File: src/pkg/mode_seq_pkg.sv
package mode_seq_pkg;

    // Core clock rate in kHz and the two sequencer delays in milliseconds.
    localparam int unsigned CORE_CLK_KHZ       = 200000;
    localparam int unsigned OSC_SETTLE_MS      = 10;
    localparam int unsigned BOOST_SOFTSTART_MS = 10;

    // Delay counts in core clock cycles, derived from the times above.
    localparam int unsigned OSC_SETTLE_CYCLES      = OSC_SETTLE_MS * CORE_CLK_KHZ;
    localparam int unsigned BOOST_SOFTSTART_CYCLES = BOOST_SOFTSTART_MS * CORE_CLK_KHZ;

    // Delay counter width; it covers the full 10 ms count with margin.
    localparam int unsigned TIMER_W = 22;

    // Register port geometry.
    localparam int unsigned ADDR_W = 8;
    localparam int unsigned DATA_W = 8;

    // Register offsets.
    localparam logic [7:0] CTRL_ADDR       = 8'h0B;
    localparam logic [7:0] STATUS_ADDR     = 8'h0C;
    localparam logic [7:0] LEVEL_ADDR      = 8'h0D;
    localparam logic [7:0] FREQ_ADDR       = 8'h0E;
    localparam logic [7:0] SOFT_RESET_ADDR = 8'h60;

    // Reset values and writable masks.
    localparam logic [7:0] CTRL_RESET  = 8'h00;
    localparam logic [7:0] CTRL_MASK   = 8'h07;
    localparam logic [7:0] LEVEL_RESET = 8'h3F;
    localparam logic [7:0] FREQ_RESET  = 8'h07;
    localparam logic [7:0] READ_ZERO   = 8'h00;

    // Control register bit positions.
    localparam int unsigned CTRL_STANDBY_RELEASE_BIT = 0;
    localparam int unsigned CTRL_EN_BOOST_BIT        = 1;
    localparam int unsigned CTRL_EN_AUTOLOAD_BIT     = 2;

    // Frequency select field occupies the low bits of the frequency register.
    localparam int unsigned FREQ_SEL_W = 3;

    // Output level index: nine thermometer steps, 0 to 8.
    localparam int unsigned LEVEL_W = 4;

    // Operating modes.
    typedef enum logic [2:0] {
        MODE_RESET         = 3'b000,
        MODE_STANDBY       = 3'b001,
        MODE_STARTUP       = 3'b010,
        MODE_BOOST_STARTUP = 3'b011,
        MODE_NORMAL        = 3'b100
    } mode_t;

    // Decoded switching frequency.
    typedef enum logic [1:0] {
        FREQ_NONE = 2'b00,
        FREQ_1M00 = 2'b01,
        FREQ_1M67 = 2'b10,
        FREQ_2M00 = 2'b11
    } freq_sel_t;

endpackage : mode_seq_pkg

File: src/rtl/mode_sequencer_boost_ctrl.sv
`timescale 1ns/1ps

module mode_sequencer_boost_ctrl
    import mode_seq_pkg::*;
#(
    parameter int unsigned OSC_SETTLE_CNT      = OSC_SETTLE_CYCLES,
    parameter int unsigned BOOST_SOFTSTART_CNT = BOOST_SOFTSTART_CYCLES
)
(
    input  wire logic              core_clk,
    input  wire logic              rst,
    input  wire logic              hard_reset_pin_n,
    input  wire logic              por_active,
    input  wire logic              overtemp_shutdown,
    input  wire logic              reg_wr_en,
    input  wire logic [ADDR_W-1:0] reg_wr_addr,
    input  wire logic [DATA_W-1:0] reg_wr_data,
    input  wire logic              reg_rd_en,
    input  wire logic [ADDR_W-1:0] reg_rd_addr,
    output      logic [DATA_W-1:0] reg_rd_data,
    output      mode_t             mode,
    output      logic              device_reset,
    output      logic              circuits_enable,
    output      logic              boost_enable,
    output      logic              boost_pfm,
    output      logic              boost_pwm,
    output      logic              led_outputs_enable,
    output      logic              active_load_enable,
    output      logic              pulse_skip_allowed,
    output      logic [LEVEL_W-1:0] boost_level_sel,
    output      freq_sel_t         boost_freq_sel
);

    // Whole module state in one record so reset and update stay in one place.
    typedef struct packed {
        logic               pin_meta;
        logic               pin_sync;
        logic               por_meta;
        logic               por_sync;
        logic               tsd_meta;
        logic               tsd_sync;
        logic               soft_reset;
        mode_t              mode;
        logic [DATA_W-1:0]  ctrl;
        logic [DATA_W-1:0]  level;
        logic [DATA_W-1:0]  freq;
        logic               boost_run;
        logic [DATA_W-1:0]  rd_data;
        logic               circuits_en;
        logic               boost_on;
        logic               pfm;
        logic               pwm;
        logic               leds_en;
        logic               active_load;
        logic               skip_ok;
        logic [LEVEL_W-1:0] level_sel;
        freq_sel_t          freq_sel;
    } seq_state_t;

    // Power-up value: the pin synchroniser starts low, so the device sits in
    // reset until the pin has been seen high through both flip-flops.
    localparam seq_state_t STATE_RESET = '{
        pin_meta:    1'b0,
        pin_sync:    1'b0,
        por_meta:    1'b1,
        por_sync:    1'b1,
        tsd_meta:    1'b0,
        tsd_sync:    1'b0,
        soft_reset:  1'b0,
        mode:        MODE_RESET,
        ctrl:        CTRL_RESET,
        level:       LEVEL_RESET,
        freq:        FREQ_RESET,
        boost_run:   1'b0,
        rd_data:     READ_ZERO,
        circuits_en: 1'b0,
        boost_on:    1'b0,
        pfm:         1'b0,
        pwm:         1'b0,
        leds_en:     1'b0,
        active_load: 1'b0,
        skip_ok:     1'b0,
        level_sel:   LEVEL_W'(0),
        freq_sel:    FREQ_NONE
    };

    seq_state_t state_reg;
    seq_state_t state_next;

    logic               dev_reset;
    logic               standby_release;
    logic               en_boost;
    logic               en_autoload;
    logic               timer_clear;
    logic               timer_run;
    logic               timer_expired;
    logic [TIMER_W-1:0] timer_limit;
    logic [LEVEL_W-1:0] level_idx;
    freq_sel_t          freq_dec;
    logic [DATA_W-1:0]  status_word;

    // Internal reset is a level, held for as long as any source is active;
    // the soft reset flag is a single cycle that clears itself.
    assign dev_reset = rst
                     | !state_reg.pin_sync
                     | state_reg.por_sync
                     | state_reg.soft_reset;

    // Control bits as software last wrote them.
    assign standby_release = state_reg.ctrl[CTRL_STANDBY_RELEASE_BIT];
    assign en_boost        = state_reg.ctrl[CTRL_EN_BOOST_BIT];
    assign en_autoload     = state_reg.ctrl[CTRL_EN_AUTOLOAD_BIT];

    // Status word: mode in the low bits, then soft-start, PWM and overtemp.
    assign status_word = {2'b00, state_reg.tsd_sync, state_reg.pwm, state_reg.pfm,
                          state_reg.mode};

    // One counter serves both delays; the limit follows the current mode.
    assign timer_limit = (state_reg.mode == MODE_BOOST_STARTUP)
                       ? TIMER_W'(BOOST_SOFTSTART_CNT)
                       : TIMER_W'(OSC_SETTLE_CNT);

    // The settle delay only counts while no overtemperature is present, so
    // the full 10 ms runs again once the part has cooled down.
    assign timer_run = ((state_reg.mode == MODE_STARTUP) && !state_reg.tsd_sync)
                     || (state_reg.mode == MODE_BOOST_STARTUP);

    // Restart on every mode change, on reset and while overtemperature holds.
    assign timer_clear = dev_reset
                       || (state_next.mode != state_reg.mode)
                       || state_reg.tsd_sync;

    seq_delay_timer u_delay (
        .core_clk (core_clk),
        .rst      (rst),
        .clear    (timer_clear),
        .run      (timer_run),
        .limit    (timer_limit),
        .expired  (timer_expired)
    );

    // Decode the held register values; the selects follow a write one edge
    // later, which keeps the decoder out of the next-state loop.
    boost_code_decode u_decode (
        .level_code (state_reg.level),
        .freq_field (state_reg.freq[FREQ_SEL_W-1:0]),
        .level_idx  (level_idx),
        .freq_sel   (freq_dec)
    );

    // Next-state logic: synchronisers, register writes, mode sequencing,
    // read data and the registered outputs.
    always_comb begin
        state_next = state_reg;

        // Pin and analog levels cross into the core clock through two stages.
        state_next.pin_meta = hard_reset_pin_n;
        state_next.pin_sync = state_reg.pin_meta;
        state_next.por_meta = por_active;
        state_next.por_sync = state_reg.por_meta;
        state_next.tsd_meta = overtemp_shutdown;
        state_next.tsd_sync = state_reg.tsd_meta;

        // The soft reset flag lasts one cycle; this default clears it on the next edge.
        state_next.soft_reset = 1'b0;

        if (dev_reset) begin
            // Every register returns to default; the mode parks in reset.
            state_next.mode      = MODE_RESET;
            state_next.ctrl      = CTRL_RESET;
            state_next.level     = LEVEL_RESET;
            state_next.freq      = FREQ_RESET;
            state_next.boost_run = 1'b0;
            state_next.rd_data   = READ_ZERO;
        end else begin
            // Writes are taken in every mode, standby included, and replace
            // the whole byte at once.
            if (reg_wr_en) begin
                if (reg_wr_addr == CTRL_ADDR) begin
                    state_next.ctrl = reg_wr_data & CTRL_MASK;
                end else if (reg_wr_addr == LEVEL_ADDR) begin
                    state_next.level = reg_wr_data;
                end else if (reg_wr_addr == FREQ_ADDR) begin
                    state_next.freq = reg_wr_data;
                end else if (reg_wr_addr == SOFT_RESET_ADDR) begin
                    state_next.soft_reset = 1'b1;
                end
            end

            // Mode sequencing. The standby release bit is checked first so
            // that clearing it wins over every other transition.
            case (state_reg.mode)
                MODE_RESET: begin
                    state_next.mode = MODE_STANDBY;
                end
                MODE_STANDBY: begin
                    state_next.boost_run = 1'b0;
                    if (standby_release) begin
                        state_next.mode = MODE_STARTUP;
                    end
                end
                MODE_STARTUP: begin
                    state_next.boost_run = 1'b0;
                    if (!standby_release) begin
                        state_next.mode = MODE_STANDBY;
                    end else if (state_reg.tsd_sync) begin
                        state_next.mode = MODE_STARTUP;
                    end else if (timer_expired) begin
                        if (en_boost) begin
                            state_next.mode = MODE_BOOST_STARTUP;
                        end else begin
                            state_next.mode = MODE_NORMAL;
                        end
                    end
                end
                MODE_BOOST_STARTUP: begin
                    if (!standby_release) begin
                        state_next.mode      = MODE_STANDBY;
                        state_next.boost_run = 1'b0;
                    end else if (state_reg.tsd_sync) begin
                        state_next.mode      = MODE_STARTUP;
                        state_next.boost_run = 1'b0;
                    end else if (!en_boost) begin
                        // Soft-start abandoned; the rest of the chip runs on.
                        state_next.mode      = MODE_NORMAL;
                        state_next.boost_run = 1'b0;
                    end else if (timer_expired) begin
                        state_next.mode      = MODE_NORMAL;
                        state_next.boost_run = 1'b1;
                    end
                end
                MODE_NORMAL: begin
                    if (!standby_release) begin
                        state_next.mode      = MODE_STANDBY;
                        state_next.boost_run = 1'b0;
                    end else if (state_reg.tsd_sync) begin
                        state_next.mode      = MODE_STARTUP;
                        state_next.boost_run = 1'b0;
                    end else if (!en_boost) begin
                        state_next.boost_run = 1'b0;
                    end else if (!state_reg.boost_run) begin
                        // Enable seen high while the boost is idle: soft-start.
                        state_next.mode = MODE_BOOST_STARTUP;
                    end
                end
                default: begin
                    state_next.mode      = MODE_RESET;
                    state_next.boost_run = 1'b0;
                end
            endcase

            // Read data is captured on the request and held until the next.
            if (reg_rd_en) begin
                if (reg_rd_addr == CTRL_ADDR) begin
                    state_next.rd_data = state_reg.ctrl;
                end else if (reg_rd_addr == STATUS_ADDR) begin
                    state_next.rd_data = status_word;
                end else if (reg_rd_addr == LEVEL_ADDR) begin
                    state_next.rd_data = state_reg.level;
                end else if (reg_rd_addr == FREQ_ADDR) begin
                    state_next.rd_data = state_reg.freq;
                end else begin
                    // Write-only reset register and unmapped offsets read zero.
                    state_next.rd_data = READ_ZERO;
                end
            end
        end

        // Outputs derive from the next mode so they change with it, not after.
        state_next.circuits_en = (state_next.mode != MODE_RESET)
                              && (state_next.mode != MODE_STANDBY);
        state_next.pfm = (state_next.mode == MODE_BOOST_STARTUP);
        state_next.pwm = (state_next.mode == MODE_NORMAL)
                      && state_next.boost_run;
        state_next.boost_on = state_next.pfm || state_next.pwm;
        // LEDs only in normal mode: dark during soft-start and standby.
        state_next.leds_en = (state_next.mode == MODE_NORMAL);
        state_next.active_load = state_next.boost_on
                              && state_next.ctrl[CTRL_EN_AUTOLOAD_BIT];
        state_next.skip_ok = state_next.boost_on
                          && !state_next.ctrl[CTRL_EN_AUTOLOAD_BIT];
        // Level and frequency settings reach the selects one edge after the register write;
        // the analog side ignores them while the boost is off.
        state_next.level_sel = level_idx;
        state_next.freq_sel  = freq_dec;
    end

    // Single register stage for the whole module state.
    always_ff @(posedge core_clk) begin
        if (rst) begin
            state_reg <= STATE_RESET;
        end else begin
            state_reg <= state_next;
        end
    end

    // Outputs come straight from the state register; device_reset decodes the registered mode.
    assign reg_rd_data        = state_reg.rd_data;
    assign mode               = state_reg.mode;
    assign device_reset       = (state_reg.mode == MODE_RESET);
    assign circuits_enable    = state_reg.circuits_en;
    assign boost_enable       = state_reg.boost_on;
    assign boost_pfm          = state_reg.pfm;
    assign boost_pwm          = state_reg.pwm;
    assign led_outputs_enable = state_reg.leds_en;
    assign active_load_enable = state_reg.active_load;
    assign pulse_skip_allowed = state_reg.skip_ok;
    assign boost_level_sel    = state_reg.level_sel;
    assign boost_freq_sel     = state_reg.freq_sel;

endmodule : mode_sequencer_boost_ctrl

File: src/rtl/seq_delay_timer.sv
`timescale 1ns/1ps

// Cycle counter for the sequencer delays; expired holds once the limit is reached.
module seq_delay_timer
    import mode_seq_pkg::*;
(
    input  wire logic               core_clk,
    input  wire logic               rst,
    input  wire logic               clear,
    input  wire logic               run,
    input  wire logic [TIMER_W-1:0] limit,
    output      logic               expired
);

    typedef struct packed {
        logic [TIMER_W-1:0] count;
    } timer_state_t;

    timer_state_t state_reg;
    timer_state_t state_next;

    // A limit of zero is treated as one cycle so the delay never vanishes.
    assign expired = (state_reg.count + TIMER_W'(1)) >= limit;

    // Clear wins over run, so a restarted delay always begins from zero.
    always_comb begin
        state_next = state_reg;
        if (clear) begin
            state_next.count = '0;
        end else if (run && !expired) begin
            state_next.count = state_reg.count + TIMER_W'(1);
        end
    end

    always_ff @(posedge core_clk) begin
        if (rst) begin
            state_reg <= '0;
        end else begin
            state_reg <= state_next;
        end
    end

endmodule : seq_delay_timer

File: src/rtl/boost_code_decode.sv
`timescale 1ns/1ps

// Decodes the output level thermometer code and the frequency select field.
module boost_code_decode
    import mode_seq_pkg::*;
(
    input  wire logic [DATA_W-1:0]     level_code,
    input  wire logic [FREQ_SEL_W-1:0] freq_field,
    output      logic [LEVEL_W-1:0]    level_idx,
    output      freq_sel_t             freq_sel
);

    logic [DATA_W-1:0] ones_run;

    // Only the unbroken run of ones from bit 0 counts, so a malformed code
    // selects the level of its valid low part rather than a higher one.
    assign ones_run[0] = level_code[0];
    generate
        for (genvar i = 1; i < DATA_W; i++) begin : g_run
            assign ones_run[i] = ones_run[i-1] & level_code[i];
        end
    endgenerate

    assign level_idx = LEVEL_W'($countones(ones_run));

    // Highest set bit wins; an all-zero field selects no frequency.
    always_comb begin
        if (freq_field[2]) begin
            freq_sel = FREQ_2M00;
        end else if (freq_field[1]) begin
            freq_sel = FREQ_1M67;
        end else if (freq_field[0]) begin
            freq_sel = FREQ_1M00;
        end else begin
            freq_sel = FREQ_NONE;
        end
    end

endmodule : boost_code_decode

File: config.mk
export PLATFORM = sky130hd
export DESIGN_NAME = mode_sequencer_boost_ctrl
export DESIGN_NICKNAME = d
export VERILOG_FILES = /design/src/pkg/mode_seq_pkg.sv /design/src/rtl/mode_sequencer_boost_ctrl.sv /design/src/rtl/seq_delay_timer.sv /design/src/rtl/boost_code_decode.sv
export SDC_FILE = /design/constraint.sdc
export NUM_CORES = 1
export LEC_CHECK = 0
export ABC_AREA = 1
export ABC_CLOCK_PERIOD_IN_PS = 7700
export BUFFER_PORTS_ARGS = -buffer_cell sky130_fd_sc_hd__buf_2
export CORE_ASPECT_RATIO = 1.5
export CORE_MARGIN = 2
export CORE_UTILIZATION = 40
export CTS_CLUSTER_SIZE = 30
export DETAILED_ROUTE_END_ITERATION = 7
export GPL_ROUTABILITY_DRIVEN = 0
export PLACE_DENSITY_LB_ADDON = 0.05
export SLEW_MARGIN = 25
export SYNTH_ARGS = -nofsm -noshare
export SYNTH_HDL_FRONTEND = slang
export SYNTH_SLANG_ARGS = --single-unit
File: constraint.sdc
create_clock -name core_clk -period 7.7 [get_ports core_clk]
set_clock_uncertainty 0.05 [all_clocks]
set_input_delay 0.385 -clock core_clk [delete_from_list [all_inputs] [get_ports core_clk]]
set_output_delay 0.385 -clock core_clk [all_outputs]
set_load 0.01 [all_outputs]
==> impl_results.md <==
* Combinational Power Share at under 10%
* Antenna cells at 0
* Clock-pin slew on the worst setup and hold paths at ~0.06 ns
* Synth warnings at 0
* Root Driver: clkbuf_16
* ANT nets after route at 0
* Largest net degree at the start of global routing at 25
* Fill cell count at approximately 1.1k
* Core outline area at between 10000 and 15000 um2
* Setup slack, reg-to-reg at ~4.4 ns
* Max Freq at roughly 0.3 GHz
* Share of the synthesized area in the top cell type at approximately 34%
* PortBufs at between 50 and 60
* Lkg Pwr at 1.99 nW
* Hold Violations, Final at 0
* Initial antenna violation count at 0
* Final core utilization at between 40% and 50%
* DIE AREA at ~12000 um2
* R2r endpoint: u_delay.state_reg[13]
* Synth Instances at around 600
* DRT iter0 DRCs at between 100 and 150
* Final worst setup slack at approximately 4.4 ns
* Register Area at between 1000 and 1500 um2
* Io pins at between 50 and 60
* Cell count of the worst reg-to-reg path at 17
* # Post-CTS Setup Buffers at 0
* TritonRoute pass-1 iters at 4
* Remaining DRCs at 0
* Register area share after synthesis at roughly 34%
* Clock sinks at 73
* Routed wire length at roughly 10 mm
* Footprint of the multi-input gates at between 2000 and 2500 um2
* Post-DR vias/cell at between 4 and 5
* Max reg flops at 22
* Synth cell types at slightly above 40
* Relative slew slack at between 30% and 40%
* Vias in the first global route at 3591
* DP HPWL at about 8.2 mm
* Total internal power at 0.000683 W
* Worst hold start: por_active
* First-pass GRT wire length at approximately 17 mm
* Hold Path End: state_next[52]
* Fin nets at about 680
* Most common cell in the netlist: nand2_1
* Count of final max-slew check failures at 0
* Worst Setup End Kind: register
* GR Util All Layers at between 10% and 20%
* Reg2Reg Launch Point: u_delay.state_reg[0]
* Post-synth top flop: dfxtp_1
* Dpl cell area at between 4000 and 5000 um2
* Setup violators final at 0
* Clk pwr share at between 50% and 60%
* Clock buffer depth at 2
* Critical Path RT at 7.92 ns
* Worst Hold Class: input pin to register
* CTS tree: yes
* Mapped Area at around 4300 um2
* Power Dens Cells at about 180 nW/um2
* Post-Syn Nets at between 600 and 700
* Period utilisation layout at 43.4%
* Area leader, netlist: dfxtp_1
* Cell Rows at 46
* CP Class: register to register
* Outcome: completed
* Syn avg cell area at between 7 and 8 um2
* DP Worst Slack at 4.37 ns
* Max VDD drop at 0.126 mV
* EDFF count, synth at 0
* Slew @ Worst Pin at ~0.96 ns
* Async SR Flop Fraction at 0%
* Worst EP arrival at 3.56 ns
* Hold Crit Depth at 2
* Setup TNS Final at 0 ns
* Power Total at ~0.00087 W
* Area grow syn2layout at 12.9%
* Post-DR wirelength/cell at between 10 and 15 um
* Flops & latches, synth at between 70 and 80
* Grt ovf at 0
* Vias at 3716
* Flop pwr share at about 44%
* Height of the die at between 100 and 150 um
* Startpoint Class: register
* Post-route minimum period at around 3.3 ns
* H-tree depth at 3
* Net Sw Frac at a little over a fifth
* Die Wd at just under 90 um
* Most instantiated cells after synthesis: nand2_1 (139), inv_1 (95), dfxtp_1 (73)
* Share of layout cells above drive strength 1 at a little over a fifth
* Cts bufs inserted at 9
* Crit path max fanout at 24
* Post-route cell area at between 4000 and 5000 um2
* Initial core utilization at around 41%
* Net switching power at approximately 0.00018 W
* Hold-fix buffers, CTS at 0
* Max_cap viols at 0
* CTS resizes at 0
* Clock latency on the worst-skew pair at roughly 0.33 ns
* Unrepaired setup endpoints after global routing: no
* Synth area leaders: dfxtp_1 (34%), nand2_1 (12%), inv_1 (8.3%)
[layout make-up]
class                      instances  area share [%]
multi-input combinational        406            46.3
tap                              144            3.70
sequential                        73            30.0
clock buffer                      10            4.90
inverter                          99            7.63
timing repair buffer              55            5.65
clock inverter                     6            1.85
[power groups by stage]
stage	Sequential, W	Combinational (W)	Clock, W
4_1_cts	0.000381	0.0000226	0.000477
6_report	0.000381	0.0000222	0.000463
2_1_floorplan	0.000389	0.0000113	0
5_1_grt	0.000381	0.0000252	0.000493
3_5_place_dp	0.000390	0.0000225	0
3_3_place_gp	0.000390	0.0000222	0
[layer usage]
metal / wire length, um / global-route usage, % / vias to the layer above
li1: - / - / 1960
met1: 3830 / 19.6 / 1669
met2: 5860 / 35.2 / 71
met3: 318 / 3.45 / 16
met4: 299 / 8.16 / 0
met5: 0 / 0 / -
[stage by stage]
stage | instances | hold slack [ns]
2_1_floorplan | 608 | 0.338
3_3_place_gp | 777 | 0.342
3_5_place_dp | 777 | 0.345
4_1_cts | 793 | 0.166
5_1_grt | 793 | 0.174
6_report | 793 | 0.181
[placed cells by master (no fill, tap or decap), types with 4 or more instances in the layout]
| cell | instances |
|---|---|
| a31oi_1 | 4 |
| inv_2 | 4 |
| buf_2 | 55 |
| nand4_1 | 7 |
| o211ai_1 | 8 |
| clkbuf_16 | 9 |
| xor2_1 | 5 |
| dfxtp_1 | 73 |
| inv_1 | 95 |
| nand2_1 | 139 |
| a21oi_1 | 23 |
| nor2_4 | 28 |
| xnor2_1 | 5 |
| nor3_1 | 9 |
| fa_1 | 4 |
| nand2_2 | 17 |
| nor2_2 | 10 |
| nor2_1 | 50 |
| o21ai_0 | 35 |
| nor4_1 | 5 |
| nand3_1 | 30 |
[cell families after synthesis]
group           Yosys count  synth area share, %
buf+inv                 129                 13.9
xor+xnor                 10                 2.03
simple gates            306                 36.3
flops                    73                 33.9
fa+ha+maj                 7                 2.73
compound gates           83                 11.2
[how the worst max path moves through the flow]
stage | start | cells after the start | slack [ns] | endpoint
floorplan | state_reg[30] | 10 | 4.94 | boost_level_sel[2]
global placement | u_delay.state_reg[1] | 17 | 4.44 | u_delay.state_reg[12]
detailed placement | u_delay.state_reg[0] | 17 | 4.37 | u_delay.state_reg[7]
CTS | u_delay.state_reg[0] | 17 | 4.34 | u_delay.state_reg[7]
global route | u_delay.state_reg[0] | 17 | 3.98 | u_delay.state_reg[12]
finish | u_delay.state_reg[0] | 17 | 4.36 | u_delay.state_reg[13]
[worst max-delay path, cell delays in order (launching register included)]
cell and delay (ns):
dfxtp_1 0.38, ha_1 0.25, inv_1 0.09, nor2_4 0.16, nand2_2 0.11, nor2_4 0.12, nand3_1 0.09, nand2_2 0.11
nand2_1 0.06, nand2_1 0.07, nor2_2 0.05, nor2_4 0.14, nand2_4 0.11, a211oi_4 0.76, inv_2 0.31, o21ai_0 0.24
inv_1 0.09, nor2_4 0.09
(Power assumes the default switching activity.)
